--- src/pkg/swc_map.svh ---
`ifndef SWC_MAP_SVH
`define SWC_MAP_SVH
// ----------------------------------------------------------------
// Register offsets
// ----------------------------------------------------------------
`define SWC_ADDR_CTRL 6'h1a
`define SWC_ADDR_INEN 6'h1b
`define SWC_ADDR_CSEL 6'h1c
`define SWC_ADDR_WCL 6'h1d
// ----------------------------------------------------------------
// Control fields
// ----------------------------------------------------------------
`define SWC_CTRL_RST_BIT 0
`define SWC_CTRL_PT_LSB 1
`define SWC_CTRL_PT_MSB 4
`define SWC_CTRL_PEN_BIT 10
`define SWC_CTRL_TRIG_BIT 11
`define SWC_CTRL_RMASK 24'h000c1f
`define SWC_CSEL_WMASK 24'h0003ff
`define SWC_REG_RST 24'h000000
// ----------------------------------------------------------------
// Wetting level field positions
// ----------------------------------------------------------------
`define SWC_WL_IN11_LSB 21
`define SWC_WL_IN10_LSB 18
`define SWC_WL_P89_LSB 15
`define SWC_WL_P67_LSB 12
`define SWC_WL_IN5_LSB 9
`define SWC_WL_IN4_LSB 6
`define SWC_WL_P23_LSB 3
`define SWC_WL_P01_LSB 0
// ----------------------------------------------------------------
// Wetting current in mA
// ----------------------------------------------------------------
`define SWC_MA_NONE 4'h0
`define SWC_MA_1 4'h1
`define SWC_MA_2 4'h2
`define SWC_MA_5 4'h5
`define SWC_MA_10 4'ha
`define SWC_MA_15 4'hf
// ----------------------------------------------------------------
// Timing
// ----------------------------------------------------------------
`define SWC_CLK_HZ 40000000
`define SWC_TICK_US 1000
`define SWC_TICK_CYC (`SWC_CLK_HZ / 1000000 * `SWC_TICK_US)
`define SWC_PT_DEFAULT_MS 13'h0008
`endif

--- src/pkg/swc_pkg.sv ---
`default_nettype none
package swc_pkg;
   typedef enum logic [1:0] {
      SWC_IDLE = 2'b01,
      SWC_SCAN = 2'b10
   } swc_seq_e;
   typedef logic [3:0] swc_ma_t;
   typedef logic [12:0] swc_ms_t;
endpackage
`default_nettype wire

--- src/hdl/swc_poll_timer.sv ---
`include "swc_map.svh"
`default_nettype none
module swc_poll_timer #(
   parameter int TICK_CYCLES = `SWC_TICK_CYC
) (
   input wire logic ref_clk,
   input wire logic srst_n,
   input wire logic run,
   input wire logic poll_en,
   input wire logic [3:0] code,
   output swc_pkg::swc_ms_t interval_q,
   output logic poll_start_q
);
   logic [15:0] pre_q;
   logic [15:0] pre_d;
   swc_pkg::swc_ms_t ms_q;
   swc_pkg::swc_ms_t ms_d;
   swc_pkg::swc_ms_t interval_d;
   logic active;
   logic ms_tick;
   logic period_done;

   // ----------------------------------------------------------------
   // Interval decode
   // ----------------------------------------------------------------
   always_comb begin
      case (code)
         4'h0: interval_d = 13'h0002;
         4'h1: interval_d = 13'h0004;
         4'h2: interval_d = 13'h0008;
         4'h3: interval_d = 13'h0010;
         4'h4: interval_d = 13'h0020;
         4'h5: interval_d = 13'h0030;
         4'h6: interval_d = 13'h0040;
         4'h7: interval_d = 13'h0080;
         4'h8: interval_d = 13'h0100;
         4'h9: interval_d = 13'h0200;
         4'ha: interval_d = 13'h0400;
         4'hb: interval_d = 13'h0800;
         4'hc: interval_d = 13'h1000;
         default: interval_d = `SWC_PT_DEFAULT_MS;
      endcase
   end

   // ----------------------------------------------------------------
   // Millisecond prescaler and interval counter
   // ----------------------------------------------------------------
   assign active = run & poll_en;
   assign ms_tick = active && (pre_q == 16'(TICK_CYCLES - 1));
   assign period_done = ms_tick && (ms_q == interval_q - 13'h0001);
   assign pre_d = (!active || ms_tick) ? 16'h0000 : pre_q + 16'h0001;
   assign ms_d = (!active || period_done) ? 13'h0000 : (ms_tick ? ms_q + 13'h0001 : ms_q);

   always_ff @(posedge ref_clk) begin
      if (!srst_n) begin
         pre_q <= 16'h0000;
         ms_q <= 13'h0000;
         interval_q <= 13'h0002;
         poll_start_q <= 1'b0;
      end else begin
         pre_q <= pre_d;
         ms_q <= ms_d;
         interval_q <= interval_d;
         poll_start_q <= period_done;
      end
   end

   a_code_fallback: assert property (@(posedge ref_clk) disable iff (!srst_n)
      code >= 4'hd |=> interval_q == 13'h0008)
      else $error("reserved interval code not 8 ms");
   a_poll_gated: assert property (@(posedge ref_clk) disable iff (!srst_n)
      poll_start_q |-> $past(run) && $past(poll_en))
      else $error("poll start without periodic mode");
   c_poll_start: cover property (@(posedge ref_clk) disable iff (!srst_n) poll_start_q);
endmodule
`default_nettype wire

--- src/hdl/swc_top.sv ---
// Operation
// - Interval code picks 2..4096 ms, else 8.
// - Control bit 0 written one resets device.
// - Enabled channels polled, disabled channels skipped.
// - Channel enables reset to all zero.
// - Direction bits 9..0 select sink; rest zero.
// - Wetting codes map to 0..15 mA; reset none.
// - Own codes for inputs 11,10,5,4.
// - Pairs 8/9 and 6/7 share codes.
// - Interval applies only with periodic mode set.
`include "swc_map.svh"
`default_nettype none
module swc_top #(
   parameter int TICK_CYCLES = `SWC_TICK_CYC
) (
   input wire logic ref_clk,
   input wire logic resetn,
   input wire logic reg_wr,
   input wire logic reg_rd,
   input wire logic [5:0] reg_addr,
   input wire logic [23:0] reg_wdata,
   output logic [23:0] reg_rdata,
   output logic reg_rvalid,
   output logic [23:0] chan_enable,
   output logic [9:0] current_source_mode,
   output logic [47:0] wet_ma,
   output logic [12:0] interval_ms,
   output logic run_active,
   output logic poll_mode,
   output logic poll_start,
   output logic [4:0] active_chan,
   output logic active_valid,
   output logic sw_reset_pulse
);
   logic [23:0] ctrl_q;
   logic [23:0] inen_q;
   logic [23:0] csel_q;
   logic [23:0] wcl_q;
   logic sw_reset_q;
   logic [23:0] rdata_q;
   logic [23:0] rdata_d;
   logic rvalid_q;
   logic srst_n;
   logic wr_ctrl;
   logic wr_inen;
   logic wr_csel;
   logic wr_wcl;
   logic run;
   logic pen;
   logic [3:0] pt_code;
   logic poll_start_w;
   logic [12:0] interval_w;
   swc_pkg::swc_seq_e state_q;
   swc_pkg::swc_seq_e state_d;
   logic [4:0] idx_q;
   logic [4:0] idx_d;
   logic [4:0] chan_q;
   logic chan_valid_q;
   logic scan_last;
   logic start_scan;
   logic [35:0] wcode;

   // ----------------------------------------------------------------
   // Reset and address decode
   // ----------------------------------------------------------------
   assign srst_n = resetn & ~sw_reset_q;
   assign wr_ctrl = reg_wr && (reg_addr == `SWC_ADDR_CTRL);
   assign wr_inen = reg_wr && (reg_addr == `SWC_ADDR_INEN);
   assign wr_csel = reg_wr && (reg_addr == `SWC_ADDR_CSEL);
   assign wr_wcl = reg_wr && (reg_addr == `SWC_ADDR_WCL);
   assign run = ctrl_q[`SWC_CTRL_TRIG_BIT];
   assign pen = ctrl_q[`SWC_CTRL_PEN_BIT];
   assign pt_code = ctrl_q[`SWC_CTRL_PT_MSB:`SWC_CTRL_PT_LSB];

   // ----------------------------------------------------------------
   // Configuration registers
   // ----------------------------------------------------------------
   always_ff @(posedge ref_clk) begin
      if (!resetn) begin
         sw_reset_q <= 1'b0;
      end else begin
         sw_reset_q <= wr_ctrl && reg_wdata[`SWC_CTRL_RST_BIT] && !sw_reset_q;
      end
   end

   always_ff @(posedge ref_clk) begin
      if (!srst_n) begin
         ctrl_q <= `SWC_REG_RST;
         inen_q <= `SWC_REG_RST;
         csel_q <= `SWC_REG_RST;
         wcl_q <= `SWC_REG_RST;
      end else begin
         if (wr_ctrl) begin
            ctrl_q <= reg_wdata & `SWC_CTRL_RMASK & ~24'h000001;
         end
         if (wr_inen) begin
            inen_q <= reg_wdata;
         end
         if (wr_csel) begin
            csel_q <= reg_wdata & `SWC_CSEL_WMASK;
         end
         if (wr_wcl) begin
            wcl_q <= reg_wdata;
         end
      end
   end

   // ----------------------------------------------------------------
   // Read path
   // ----------------------------------------------------------------
   always_comb begin
      case (reg_addr)
         `SWC_ADDR_CTRL: rdata_d = ctrl_q | {23'h000000, sw_reset_q};
         `SWC_ADDR_INEN: rdata_d = inen_q;
         `SWC_ADDR_CSEL: rdata_d = csel_q & `SWC_CSEL_WMASK;
         `SWC_ADDR_WCL: rdata_d = wcl_q;
         default: rdata_d = 24'h000000;
      endcase
   end

   always_ff @(posedge ref_clk) begin
      if (!resetn) begin
         rdata_q <= 24'h000000;
         rvalid_q <= 1'b0;
      end else begin
         rvalid_q <= reg_rd;
         if (reg_rd) begin
            rdata_q <= rdata_d;
         end
      end
   end

   // ----------------------------------------------------------------
   // Wetting level codes per input
   // ----------------------------------------------------------------
   assign wcode[2:0] = wcl_q[`SWC_WL_P01_LSB +: 3];
   assign wcode[5:3] = wcl_q[`SWC_WL_P01_LSB +: 3];
   assign wcode[8:6] = wcl_q[`SWC_WL_P23_LSB +: 3];
   assign wcode[11:9] = wcl_q[`SWC_WL_P23_LSB +: 3];
   assign wcode[14:12] = wcl_q[`SWC_WL_IN4_LSB +: 3];
   assign wcode[17:15] = wcl_q[`SWC_WL_IN5_LSB +: 3];
   assign wcode[20:18] = wcl_q[`SWC_WL_P67_LSB +: 3];
   assign wcode[23:21] = wcl_q[`SWC_WL_P67_LSB +: 3];
   assign wcode[26:24] = wcl_q[`SWC_WL_P89_LSB +: 3];
   assign wcode[29:27] = wcl_q[`SWC_WL_P89_LSB +: 3];
   assign wcode[32:30] = wcl_q[`SWC_WL_IN10_LSB +: 3];
   assign wcode[35:33] = wcl_q[`SWC_WL_IN11_LSB +: 3];

   genvar gi;
   generate
      for (gi = 0; gi < 12; gi++) begin : g_wet
         swc_wet_decode u_dec (
            .ref_clk(ref_clk),
            .srst_n(srst_n),
            .code(wcode[gi*3 +: 3]),
            .ma_q(wet_ma[gi*4 +: 4])
         );
      end
   endgenerate

   // ----------------------------------------------------------------
   // Poll interval timer
   // ----------------------------------------------------------------
   swc_poll_timer #(
      .TICK_CYCLES(TICK_CYCLES)
   ) u_timer (
      .ref_clk(ref_clk),
      .srst_n(srst_n),
      .run(run),
      .poll_en(pen),
      .code(pt_code),
      .interval_q(interval_w),
      .poll_start_q(poll_start_w)
   );

   // ----------------------------------------------------------------
   // Channel sequencer
   // ----------------------------------------------------------------
   // Stopping the run bit aborts a scan; config is then safe to change
   assign start_scan = run && (!pen || poll_start_w);
   assign scan_last = (idx_q == 5'd23);

   always_comb begin
      state_d = state_q;
      idx_d = idx_q;
      case (state_q)
         swc_pkg::SWC_IDLE: begin
            idx_d = 5'd0;
            if (start_scan) begin
               state_d = swc_pkg::SWC_SCAN;
            end
         end
         swc_pkg::SWC_SCAN: begin
            idx_d = 5'(idx_q + 5'd1);
            if (!run || scan_last) begin
               state_d = swc_pkg::SWC_IDLE;
               idx_d = 5'd0;
            end
         end
         default: begin
            state_d = swc_pkg::SWC_IDLE;
            idx_d = 5'd0;
         end
      endcase
   end

   always_ff @(posedge ref_clk) begin
      if (!srst_n) begin
         state_q <= swc_pkg::SWC_IDLE;
         idx_q <= 5'd0;
         chan_q <= 5'd0;
         chan_valid_q <= 1'b0;
      end else begin
         state_q <= state_d;
         idx_q <= idx_d;
         chan_q <= idx_q;
         chan_valid_q <= (state_q == swc_pkg::SWC_SCAN) && run && inen_q[idx_q];
      end
   end

   // ----------------------------------------------------------------
   // Outputs
   // ----------------------------------------------------------------
   assign reg_rdata = rdata_q;
   assign reg_rvalid = rvalid_q;
   assign chan_enable = inen_q;
   assign current_source_mode = csel_q[9:0];
   assign interval_ms = interval_w;
   assign run_active = run;
   assign poll_mode = pen;
   assign poll_start = poll_start_w;
   assign active_chan = chan_q;
   assign active_valid = chan_valid_q;
   assign sw_reset_pulse = sw_reset_q;

   // ----------------------------------------------------------------
   // Checks
   // ----------------------------------------------------------------
   a_swrst_once: assert property (@(posedge ref_clk) disable iff (!resetn)
      sw_reset_q |=> !sw_reset_q)
      else $error("software reset not a single pulse");
   a_swrst_cause: assert property (@(posedge ref_clk) disable iff (!resetn)
      $rose(sw_reset_q) |-> $past(wr_ctrl) && $past(reg_wdata[0]))
      else $error("software reset without write of one");
   a_rst_bit_low: assert property (@(posedge ref_clk) disable iff (!resetn)
      ctrl_q[`SWC_CTRL_RST_BIT] == 1'b0)
      else $error("reset request bit kept in control");
   a_swrst_clear: assert property (@(posedge ref_clk) disable iff (!resetn)
      sw_reset_q |=> inen_q == 24'h0 && csel_q == 24'h0 && wcl_q == 24'h0
      && ctrl_q == 24'h0)
      else $error("software reset left register content");
   a_enable_reset: assert property (@(posedge ref_clk)
      !resetn |=> inen_q == 24'h000000 && state_q == swc_pkg::SWC_IDLE)
      else $error("enables not cleared by reset");
   a_inen_store: assert property (@(posedge ref_clk) disable iff (!srst_n)
      wr_inen |=> sw_reset_q || inen_q == $past(reg_wdata))
      else $error("enable write not stored");
   a_csel_store: assert property (@(posedge ref_clk) disable iff (!srst_n)
      wr_csel |=> sw_reset_q || csel_q == {14'h0, $past(reg_wdata[9:0])})
      else $error("direction write not stored");
   a_csel_reserved: assert property (@(posedge ref_clk) disable iff (!resetn)
      rvalid_q && $past(reg_addr) == 6'h1c |-> reg_rdata[23:10] == 14'h0)
      else $error("reserved direction bits read nonzero");
   a_wcl_store: assert property (@(posedge ref_clk) disable iff (!srst_n)
      wr_wcl |=> sw_reset_q || wcl_q == $past(reg_wdata))
      else $error("wetting write not stored");
   a_skip_disabled: assert property (@(posedge ref_clk) disable iff (!srst_n)
      chan_valid_q |-> $past(inen_q[idx_q]) && $past(state_q) == swc_pkg::SWC_SCAN)
      else $error("disabled channel was polled");
   a_enabled_hit: assert property (@(posedge ref_clk) disable iff (!srst_n)
      state_q == swc_pkg::SWC_SCAN && run && inen_q[idx_q] && !sw_reset_q
      |=> chan_valid_q && chan_q == $past(idx_q))
      else $error("enabled channel missed");
   a_run_abort: assert property (@(posedge ref_clk) disable iff (!srst_n)
      state_q == swc_pkg::SWC_SCAN && !run
      |=> state_q == swc_pkg::SWC_IDLE && !chan_valid_q)
      else $error("scan kept running after stop");
   a_scan_wrap: assert property (@(posedge ref_clk) disable iff (!srst_n)
      state_q == swc_pkg::SWC_SCAN && scan_last |=> state_q == swc_pkg::SWC_IDLE)
      else $error("scan ran past last channel");
   a_cont_mode: assert property (@(posedge ref_clk) disable iff (!srst_n)
      state_q == swc_pkg::SWC_IDLE && run && !pen |=> sw_reset_q
      || state_q == swc_pkg::SWC_SCAN)
      else $error("continuous mode did not scan");
   a_poll_wait: assert property (@(posedge ref_clk) disable iff (!srst_n)
      state_q == swc_pkg::SWC_IDLE && run && pen && !poll_start_w
      |=> state_q == swc_pkg::SWC_IDLE)
      else $error("periodic mode scanned without poll start");
   a_pair_share: assert property (@(posedge ref_clk) disable iff (!srst_n)
      wet_ma[27:24] == wet_ma[31:28] && wet_ma[35:32] == wet_ma[39:36])
      else $error("paired inputs differ in current");
   a_scan_len: assert property (@(posedge ref_clk) disable iff (!srst_n)
      $rose(state_q == swc_pkg::SWC_SCAN) && run ##1 run [*8]
      |-> state_q == swc_pkg::SWC_SCAN)
      else $error("scan ended early");
   c_swrst: cover property (@(posedge ref_clk) disable iff (!resetn) sw_reset_q);
   c_valid: cover property (@(posedge ref_clk) disable iff (!srst_n) chan_valid_q);
   c_scan_end: cover property (@(posedge ref_clk) disable iff (!srst_n)
      state_q == swc_pkg::SWC_SCAN && scan_last);
   c_poll_scan: cover property (@(posedge ref_clk) disable iff (!srst_n)
      state_q == swc_pkg::SWC_IDLE && start_scan && pen);
endmodule
`default_nettype wire

--- src/hdl/swc_wet_decode.sv ---
`include "swc_map.svh"
`default_nettype none
module swc_wet_decode (
   input wire logic ref_clk,
   input wire logic srst_n,
   input wire logic [2:0] code,
   output swc_pkg::swc_ma_t ma_q
);
   swc_pkg::swc_ma_t ma_d;

   // ----------------------------------------------------------------
   // Code to current
   // ----------------------------------------------------------------
   always_comb begin
      case (code)
         3'h0: ma_d = `SWC_MA_NONE;
         3'h1: ma_d = `SWC_MA_1;
         3'h2: ma_d = `SWC_MA_2;
         3'h3: ma_d = `SWC_MA_5;
         3'h4: ma_d = `SWC_MA_10;
         default: ma_d = `SWC_MA_15;
      endcase
   end

   always_ff @(posedge ref_clk) begin
      if (!srst_n) begin
         ma_q <= `SWC_MA_NONE;
      end else begin
         ma_q <= ma_d;
      end
   end

   a_wet_high: assert property (@(posedge ref_clk) disable iff (!srst_n)
      code >= 3'h5 |=> ma_q == 4'hf)
      else $error("high code not decoded to 15 mA");
endmodule
`default_nettype wire

--- config.mk ---
export PLATFORM = sky130hd
export DESIGN_NAME = swc_top
export DESIGN_NICKNAME = d
export VERILOG_FILES = /design/src/pkg/swc_pkg.sv /design/src/hdl/swc_poll_timer.sv /design/src/hdl/swc_top.sv /design/src/hdl/swc_wet_decode.sv
export VERILOG_INCLUDE_DIRS = /design/src /design/src/pkg
export SDC_FILE = /design/constraint.sdc
export NUM_CORES = 1
export LEC_CHECK = 0
export ABC_AREA = 1
export ABC_CLOCK_PERIOD_IN_PS = 3170
export BUFFER_PORTS_ARGS = -buffer_cell sky130_fd_sc_hd__buf_4
export CAP_MARGIN = 20
export CELL_PAD_IN_SITES_DETAIL_PLACEMENT = 0
export CELL_PAD_IN_SITES_GLOBAL_PLACEMENT = 1
export CORE_UTILIZATION = 42
export DETAILED_ROUTE_END_ITERATION = 12
export MAX_ROUTING_LAYER = met4
export PLACE_DENSITY = 0.9
export REMOVE_ABC_BUFFERS = 1
export SETUP_SLACK_MARGIN = 0.5
export SLEW_MARGIN = 20
export SYNTH_ARGS = -nofsm -noshare
export SYNTH_HDL_FRONTEND = slang
export SYNTH_SLANG_ARGS = --single-unit
--- constraint.sdc ---
create_clock -name ref_clk -period 3.17 [get_ports ref_clk]
set_clock_uncertainty 0.05 [all_clocks]
set_input_delay 0.1585 -clock ref_clk [delete_from_list [all_inputs] [get_ports ref_clk]]
set_output_delay 0.1585 -clock ref_clk [all_outputs]
set_load 0.05 [all_outputs]
# Word-level counts from Yosys, hierarchy flattened
# Memories as Yosys holds them, arrays and structs flattened. A register that Yosys moved wholly into a read port is not among the register bits.
# Index checks and enable logic that the tools add are counted.
[classes]
bitwise = 6
addsub = 4
reduce_logical = 32
n_lt_le_gt_ge = 1
muxes = 14
n_eq_ne = 43
[op_table]
columns = ["cell", "n"]
rows = [
  ["$pmux 4 s5", 8],
  ["$pmux 24 s4", 1],
  ["$eq 3x2->1 const B", 16],
  ["$eq 3x1->1 const B", 8],
  ["$eq 3x3->1 const B", 8],
  ["$eq 6x5->1 const B", 4],
  ["$logic_not 3->1", 8],
  ["$add 16x1->16 const B", 1],
  ["$eq 16x16->1 const B", 1],
  ["$add 13x1->13 const B", 1],
  ["$eq 13x13->1", 1],
  ["$sub 13x1->13 const B", 1],
  ["$or 12x1->12", 1],
  ["$logic_and 1x1->1", 11],
  ["$lt 5x6->1 const B", 1],
  ["$add 5x1->5 const B", 1],
  ["$bmux 1 s5", 1],
  ["$eq 5x5->1 const B", 1],
  ["$logic_not 1->1", 5],
  ["$logic_or 1x1->1", 4],
  ["$mux 2", 2],
  ["$ne 2x2->1 const B", 2],
  ["$pmux 2 s2", 1],
  ["$reduce_or 2->1", 2],
  ["other kinds (7)", 10],
]
[totals]
in_bits = 34
ff_bits = 178
out_inout_bits = 130
mem_count = 1
rom_bits = 192
word_cells = 124
[memory_table]
columns = ["memory", "words", "word_bits", "read_ports", "rd_clocked_by_memory_dff", "wr", "line", "source"]
rows = [
  ["(name not given)", 16, 12, 1, 1, 0, "swc_poll_timer.sv:27", "case (code)"],
]

# Longest topological paths before layout
# Gate-level depths: netlist of the first run.
[depth]
depth_word = 5
ltp_mapped = 14
depth_no_buf = 13

# Cells and area by module
# A second synthesis of the first run with hierarchy kept.
[hier_totals]
hier_cells = 1145
area_unflattened_um2 = 8320.5
[by_module_without_submodules]
columns = ["module", "n_inst", "area_per_inst_um2", "cells_each", "seq_area_each_um2"]
rows = [
  ["swc_top", 1, 4291.6, 577, 2062.0],
  ["swc_poll_timer", 1, 2377.3, 352, 840.8],
  ["swc_wet_decode", 12, 137.6, 18, 80.1],
]

# Least setup slack after synthesis of the first run
# OpenSTA, ideal clock, no wires.
[synth_path]
path_type = "reg-to-reg"
from = "register u_timer.interval_q[1]"
to = "register u_timer.ms_q[6]"
arrival_time_ns = 2.011
path_slack_ns = 0.993
path_stages_with_launch = 14
synth_period_minus_slack_ns = 2.177
required_ns = 3.004
setup_time_ns = 0.116
path_buffers = 1
path_cell_list = "dfxtp_1 -> inv_1 -> ha_1 -> nand2_1 -> nand3_1 -> nor2_1 -> nand2_1 -> nor2_1 -> nand2_1 -> nor2_1 -> nand3_2 -> nand2_2 -> buf_12 -> nor2_2"
[synth_via]
elab_chain_cells = 5
[synth_rtl]
columns = ["element", "line", "source"]
rows = [
  ["start, declared", "swc_poll_timer.sv:11", "output swc_pkg::swc_ms_t interval_q,"],
  ["$sub 13x1->13", "swc_poll_timer.sv:50", "assign period_done = ms_tick && (ms_q == interval_q - 13'h0001);"],
  ["$eq 13x13->1", "swc_poll_timer.sv:50", ""],
  ["$logic_and 1x1->1", "swc_poll_timer.sv:50", ""],
  ["$logic_or 1x1->1", "swc_poll_timer.sv:52", "assign ms_d = (!active || period_done) ? 13'h0000 : (ms_tick ? ms_q + 13'h0001 : ms_q);"],
  ["$reduce_or 2->1 (no source line)", "-", ""],
  ["end signal, assigned", "swc_poll_timer.sv:62", "ms_q <= ms_d;"],
  ["end, declared", "swc_poll_timer.sv:16", "swc_pkg::swc_ms_t ms_q;"],
]
# No other way between the ends.
# A chain may end at the register's enable or synchronous reset.

# Worst setup path after layout of the first run
[layout_path]
from = "register u_timer.interval_q[1]"
to = "register u_timer.ms_q[0]"
# Same word-level chain as after synthesis.

==> impl_metrics.env, run 1 <==
export IMPL_arrival_time_at_the_worst_endpoint_ns=2.29
export IMPL_synth_simple_gate_area_share_pct=21.16
export IMPL_fp_coreArea_um2=17360
export IMPL_netlist_area_leader_share_pct=47.38
export IMPL_period_share_pct=64.33
export IMPL_final_common_cell="dfxtp_1"
export IMPL_multiplexer_share_of_the_synthesized_area_pct=0
export IMPL_clockRootBuffer="clkbuf_16"
export IMPL_post_dp_cell_area_um2=8745
export IMPL_cts_resized=0
export IMPL_cts_root_to_sink_buffers=2
export IMPL_report_final_slew_viol_count=0
export IMPL_max_freq_mhz=490.4
export IMPL_global_route_usage_total_pct=23.78
export IMPL_min_delay_path_class="input pin to flip-flop"
export IMPL_synth_compound_area_share_pct=17.58
export IMPL_initial_antenna_violation_count=0
export IMPL_post_cts_repair_timing_setup_buffer_count=0
export IMPL_finalNetCount=1196
export IMPL_path_cells="inv_1 -> ha_1 -> nand2_1 -> nor2_2 -> nand3_2 -> nor2_1 -> xor2_1 -> nand3_2 -> nand2_2 -> nor2_1"
export IMPL_drt_drc_violations_left=0
export IMPL_cp_startpoint="u_timer.interval_q[1]"
export IMPL_fin_crit_ns=2.039
export IMPL_cts_tree="built"
export IMPL_post_dp_hpwl_um=14360
export IMPL_die_width_um=135.4
export IMPL_crit_path_max_fanout=13
export IMPL_wire_length_on_met2_um=10160
export IMPL_drive_gt1_share_pct=19.81
export IMPL_power_density_nw_per_um2=492.3
export IMPL_r2r_worst_path_cells=10
export IMPL_fp_dieArea_um2=18340
export IMPL_gp_congestion=0.8766
export IMPL_layout_common_cells="dfxtp_1 (177), buf_4 (169), nand2_1 (163), inv_1 (123), a21oi_1 (119)"
export IMPL_chipHeight_um=135.4
export IMPL_global_route_overflow_total=0
export IMPL_synth_area_top_cells="dfxtp_1 (47%), nand2_1 (8.2%), a21oi_1 (8.0%), o21ai_0 (6.3%), inv_1 (6.2%)"
export IMPL_worst_setup_path_end="u_timer.ms_q[0]"
export IMPL_synthesis_area_um2=7478
export IMPL_hold_ws_ns=0.02081
export IMPL_irDropWorstVdd_v=0.0004470
export IMPL_initial_utilization_pct=43.09
export IMPL_number_of_global_route_vias_before_repair=6561
export IMPL_power_static_leakage_nw=3.828
export IMPL_run_status="finished, final reports clean"
export IMPL_regToRegEndpoint="u_timer.ms_q[0]"
export IMPL_synthesis_yosys_warnings=0
export IMPL_finalCoreUtilization_pct=55.45
export IMPL_path_buf_inv=1
export IMPL_drt_wirelength_per_cell_um=14.79
export IMPL_dr_max_layer_used="met4"
export IMPL_viasPerCell=4.940
export IMPL_synth_top_family_by_area="simple AND/OR/NAND/NOR gates"
export IMPL_setup_worst_path_end_class="flip-flop"
export IMPL_filler_cell_count=1706
export IMPL_ioPinCount=164
export IMPL_critical_path_max_stage_delay_ns=0.33
export IMPL_maximum_number_of_pins_on_one_net_before_global_route_repair=65
export IMPL_area_growth_syn_to_layout_pct=28.69
export IMPL_netlist_top_cell_by_area="dfxtp_1"
export IMPL_first_iter_violations=384
export IMPL_category_of_cells_accounting_for_the_largest_share_of_critical_path_delay="simple AND/OR/NAND/NOR gates"
export IMPL_timing_rr_start="u_timer.interval_q[1]"
export IMPL_post_synth_fa_ha_maj_area_fraction_pct=0.6692
export IMPL_final_hold_viol_count=0
export IMPL_r2r_slack_ns=1.13
export IMPL_met3_length_um=1042
export IMPL_cts_max_level=4
export IMPL_yosysSeqAreaShare_pct=47.38
export IMPL_critPathSlowestCell="dfxtp_1"
export IMPL_finalNonFillerCells=1396
export IMPL_yosys_register_bits=177
export IMPL_required_arrival_time_at_the_worst_endpoint_ns=3.42
export IMPL_place_detailed_instances=1341
export IMPL_num_cts_buffers=17
export IMPL_clkLatencyLatePin_ns=0.42
export IMPL_maxCapViolations=0
export IMPL_slew_limit_headroom_pct=25.23
export IMPL_std_cell_rows=48
export IMPL_antenna_violating_nets_post_route=0
export IMPL_place_port_buffers=162
export IMPL_post_synth_cell_types=39
export IMPL_drt_pass1_iter_count=5
export IMPL_postSynthAreaPerCell_um2=7.449
export IMPL_worstSetupPathDepth=10
export IMPL_finalSetupViolations=0
export IMPL_finalInstanceArea_um2=9624
export IMPL_critical_path_class="flip-flop to flip-flop"
export IMPL_numClockSinks=177
export IMPL_worst_pin_slew_ns=1.119
export IMPL_vias=6896
export IMPL_grt_first_pass_wirelength_um=32780
export IMPL_cts_reportedPaths_clkPinSlew_ns=0.06
export IMPL_drt_met1_wl_um=9070
export IMPL_grt_setup_unrepaired="no"
export IMPL_antenna_cells=0
export IMPL_syn_instance_count=1004
export IMPL_start_kind="flip-flop"
export IMPL_wl_um=20650
export IMPL_post_synth_xor_area_fraction_pct=2.811
[logic make-up after synthesis]
logic type / count (synthesis)
AND/OR/NAND/NOR: 365
AO/OA/AOI/OAI: 249
buffers and inverters: 184
flip-flops: 177
XOR/XNOR: 24
adder cells (fa/ha/maj): 4
other: 1
[cell usage after synthesis, drive strengths merged]
master and instances:
nand3 46, o221ai 5, clkinv 1, nor4 4
conb 1, dfxtp 177, nand3b 3, a211oi 1
nand2 166, o211ai 4, xor2 18, nor2 121
or2 1, nor3b 1, o31ai 1, a21boi 1
nor3 21, a21oi 119, and2 1, buf 19
xnor2 6, clkbuf 38, o21ai 95, o22ai 20
o21a 3, ha 4, inv 126, nand4 1
[flip-flops by register name (all words and copies together), names as in the netlist, 10 cells and up]
| register | flops |
|---|---|
| chan_enable | 24 |
| wcl_q | 24 |
| g_wet.u_dec.ma_q | 32 |
| csel_q | 10 |
| u_timer.pre_q | 16 |
| u_timer.interval_q | 12 |
| reg_rdata | 24 |
| u_timer.ms_q | 13 |
[what timing repair did]
item	in CTS	in global routing
hold buffers	23	0
endpoints found under the hold margin	46	0
endpoints found under the setup margin	0	0
[where the power goes]
| part | switching (mW) | internal (mW) |
|---|---|---|
| Clock | 0.878 | 1.42 |
| Sequential | 0.00606 | 2.23 |
| Combinational | 0.124 | 0.0739 |
| Total | 1.01 | 3.73 |
[worst min path at each step]
stage                             from              to  slack, ns  cells after the start
after floorplan                 reg_rd      reg_rvalid       0.20                      2
after global placement          resetn      reg_rvalid       0.33                      3
after detailed placement        resetn      reg_rvalid       0.33                      3
after CTS                 reg_wdata[1]       csel_q[1]      0.001                      3
after global routing      reg_wdata[1]  chan_enable[1]       0.01                      3
final                     reg_wdata[1]        wcl_q[1]       0.02                      3
[metrics by stage]
| step | TNS [ns] | total power [mW] | setup WS (ns) |
|---|---|---|---|
| global route | 0 | 4.876 | 0.8998 |
| global placement | 0 | 2.462 | 1.160 |
| finish | 0 | 4.738 | 1.131 |
| floorplan | -26.68 | 2.372 | -0.7588 |
| CTS | 0 | 4.777 | 1.128 |
| detailed placement | 0 | 2.463 | 1.132 |
[final cells by class]
| type | count | area, um^2 | area share [%] |
|---|---|---|---|
| clock buffers | 19 | 442.9 | 4.602 |
| clock inverters | 13 | 206.4 | 2.145 |
| inverters | 127 | 476.7 | 4.953 |
| multi-input cells | 643 | 3174 | 32.98 |
| flip-flops and latches | 177 | 3543 | 36.82 |
| well taps | 225 | 281.5 | 2.925 |
| repair buffers | 192 | 1499 | 15.57 |
[worst min-delay path: cells and delay by family]
kind	cells	cell delay, ns
AOI/OAI and AO/OA	2	0.18
buffers and inverters	1	0.11
[metal layers]
layer / track usage (%) / vias to the layer above
li1: - / 3546
met1: 28.59 / 3143
met2: 39.34 / 178
met3: 4.976 / 29
met4: 8.240 / 0
met5: - / -
No activity file was read; power rests on OpenSTA's default activity.
==> run 2: changes to the inputs <==
--- a/config.mk
+++ b/config.mk
@@ -7,15 +7,15 @@
 export NUM_CORES = 1
 export LEC_CHECK = 0
 export ABC_AREA = 1
-export ABC_CLOCK_PERIOD_IN_PS = 3170
+export ABC_CLOCK_PERIOD_IN_PS = 1750
 export BUFFER_PORTS_ARGS = -buffer_cell sky130_fd_sc_hd__buf_4
 export CAP_MARGIN = 20
 export CELL_PAD_IN_SITES_DETAIL_PLACEMENT = 0
 export CELL_PAD_IN_SITES_GLOBAL_PLACEMENT = 1
-export CORE_UTILIZATION = 42
+export CORE_UTILIZATION = 35
 export DETAILED_ROUTE_END_ITERATION = 12
 export MAX_ROUTING_LAYER = met4
-export PLACE_DENSITY = 0.9
+export PLACE_DENSITY = 0.81
 export REMOVE_ABC_BUFFERS = 1
 export SETUP_SLACK_MARGIN = 0.5
 export SLEW_MARGIN = 20
==> constraint.sdc (replaced) <==
create_clock -name ref_clk -period 1.75 [get_ports ref_clk]
set_clock_uncertainty 0.05 [all_clocks]
set_input_delay 0.0875 -clock ref_clk [delete_from_list [all_inputs] [get_ports ref_clk]]
set_output_delay 0.0875 -clock ref_clk [all_outputs]
set_load 0.05 [all_outputs]
==> run 2 against run 1 <==
Compared with the run above: the run now ends with setup timing left; sequential cell count unchanged; global-route usage fell by 1.6 points; power is 76% higher; final cell count grew 9.0%; critical path type unchanged; largest cell class is now multi-input gates; highest routed layer unchanged.
==> impl_metrics.env, run 2 (same netlist as run 1, synthesis figures left out) <==
export IMPL_irDropWorstVdd_v=0.0007385
export IMPL_drt_wirelength_per_cell_um=15.72
export IMPL_violations="setup timing"
export IMPL_global_route_overflow_total=0
export IMPL_p_comb_share_pct=6.3
export IMPL_path_buf_inv=3
export IMPL_vias=7408
export IMPL_finalNonFillerCells=1522
export IMPL_maxCapViolations=0
export IMPL_min_delay_path_class="input pin to flip-flop"
export IMPL_filler_cell_count=1999
export IMPL_fp_coreArea_um2=20960
export IMPL_final_common_cell="buf_4"
export IMPL_crit_path_max_fanout=6
export IMPL_clkLatencyLatePin_ns=0.44
export IMPL_max_freq_mhz=554.8
export IMPL_final_hold_viol_count=0
export IMPL_gp_congestion=0.8719
export IMPL_drive_gt1_share_pct=33.44
export IMPL_wl_um=23930
export IMPL_grt_first_pass_wirelength_um=36630
export IMPL_hold_ws_ns=0.03142
export IMPL_initial_antenna_violation_count=0
export IMPL_cts_max_level=4
export IMPL_report_final_slew_viol_count=0
export IMPL_period_share_pct=103.0
export IMPL_critical_path_max_stage_delay_ns=0.32
export IMPL_multi_input_comb_area_um2=3777
export IMPL_category_of_cells_accounting_for_the_largest_share_of_critical_path_delay="simple AND/OR/NAND/NOR gates"
export IMPL_cts_tree="built"
export IMPL_fin_ws_ns=-0.05237
export IMPL_initial_utilization_pct=35.69
export IMPL_finalCoreUtilization_pct=53.52
export IMPL_grt_setup_unrepaired="yes"
export IMPL_global_route_usage_total_pct=22.21
export IMPL_top_register="g_wet.u_dec.ma_q"
export IMPL_cts_reportedPaths_clkPinSlew_ns=0.07
export IMPL_critical_path_class="flip-flop to flip-flop"
export IMPL_antenna_violating_nets_post_route=0
export IMPL_numClockSinks=177
export IMPL_run_status="finished, violations left"
export IMPL_finalNetCount=1273
export IMPL_register_area_um2=3571
export IMPL_cp_startpoint="u_timer.interval_q[2]"
export IMPL_timing_rr_start="u_timer.interval_q[2]"
export IMPL_p_seq_share_pct=48.5
export IMPL_power_static_leakage_nw=4.345
export IMPL_p_switching_mw=2.068
export IMPL_std_cell_rows=53
export IMPL_arrival_time_at_the_worst_endpoint_ns=2.10
export IMPL_fin_crit_ns=1.802
export IMPL_maximum_number_of_pins_on_one_net_before_global_route_repair=45
export IMPL_internal_power_mw=6.282
export IMPL_worst_path_most_repeated_cell="nor2_2"
export IMPL_critPathSlowestCell="dfxtp_2"
export IMPL_required_arrival_time_at_the_worst_endpoint_ns=2.04
export IMPL_num_cts_buffers=17
export IMPL_fp_dieArea_um2=21960
export IMPL_power_density_nw_per_um2=744.6
export IMPL_antenna_cells=0
export IMPL_min_from="reg_rd"
export IMPL_swShare_pct=24.77
export IMPL_place_port_buffers=162
export IMPL_finalSetupViolations=14
export IMPL_post_dp_hpwl_um=15880
export IMPL_ioPinCount=164
export IMPL_number_of_global_route_vias_before_repair=7040
export IMPL_layout_common_cells="buf_4 (194), dfxtp_1 (159), nand2_1 (155), inv_1 (116), a21oi_1 (106)"
export IMPL_start_kind="flip-flop"
export IMPL_area_growth_syn_to_layout_pct=49.96
export IMPL_fraction_of_power_consumed_by_the_clock_network_pct=45.2
export IMPL_chipHeight_um=148.2
export IMPL_drt_pass1_iter_count=5
export IMPL_path_cells="buf_4 -> nor2_2 -> nand2_4 -> nor2_4 -> nand2_1 -> nand2_1 -> nand3_1 -> nor2_2 -> nand3_2 -> nand2_4 -> buf_12 -> buf_16 -> nor2_2"
export IMPL_first_iter_violations=398
export IMPL_drt_drc_violations_left=0
export IMPL_place_detailed_instances=1424
export IMPL_clockRootBuffer="clkbuf_16"
export IMPL_die_width_um=148.2
export IMPL_setup_worst_path_end_class="flip-flop"
export IMPL_largest_register_ffs=32
export IMPL_cts_root_to_sink_buffers=2
export IMPL_viasPerCell=4.867
-- run 2: layout make-up --
class	count	share of cell area, %
Timing Repair Buffer	269	21.93
Sequential cell	177	31.84
Clock buffer	18	3.827
Inverter	127	4.396
Clock inverter	13	1.250
Tap cell	275	3.068
Multi-Input combinational cell	643	33.68
-- run 2: final timing paths --
kind / cells past startpoint / to / slack (ns)
setup / recovery: 13 / u_timer.ms_q[12] / -0.05
hold / removal: 3 / reg_rdata[23] / 0.03
setup reg to reg: 13 / u_timer.ms_q[12] / -0.05
hold reg to reg: 2 / reg_rdata[20] / 0.42
-- run 2: what timing repair did --
action	in CTS	in global routing
hold endpoints to repair	66	0
cloned	5	2
buffers inserted	24	9
endpoints found under the setup margin	87	122
pin swaps	32	25
hold buffers	27	0
gates resized for setup	154	84
-- run 2: metal layers --
metal,global-route usage [%],part of all wire (%),vias to the layer above
li1,-,-,3704
met1,25.95,43,3460
met2,37.28,49,206
met3,5.828,6.0,38
met4,6.598,2.0,0
met5,-,0,-
-- run 2: worst register-to-register path: stages, from the launching register on --
cell and delay, ns:
dfxtp_2 0.32, buf_4 0.13, nor2_2 0.18, nand2_4 0.10
nor2_4 0.13, nand2_1 0.06, nand2_1 0.06, nand3_1 0.09
nor2_2 0.13, nand3_2 0.10, nand2_4 0.10, buf_12 0.10
buf_16 0.12, nor2_2 0.04
-- run 2: stage by stage --
| stage | setup TNS, ns | instance area, um^2 | power [mW] | worst slack [ns] |
|---|---|---|---|---|
| 4_1_cts | -1.122 | 10790 | 8.371 | -0.08566 |
| 5_1_grt | -2.723 | 11210 | 8.605 | -0.1976 |
| 2_1_floorplan | -195.19 | 7182 | 4.297 | -2.179 |
| 3_3_place_gp | -0.03694 | 9080 | 4.479 | -0.009538 |
| 6_report | -0.6424 | 11210 | 8.350 | -0.05237 |
| 3_5_place_dp | -0.9710 | 9080 | 4.480 | -0.08629 |
-- run 2: power by group through the flow --
stage,combinational (mW),clock (mW),sequential (mW)
2_1_floorplan,0.110,0,4.19
3_3_place_gp,0.334,0,4.15
3_5_place_dp,0.335,0,4.15
4_1_cts,0.483,3.84,4.05
5_1_grt,0.555,4.00,4.05
6_report,0.525,3.78,4.05
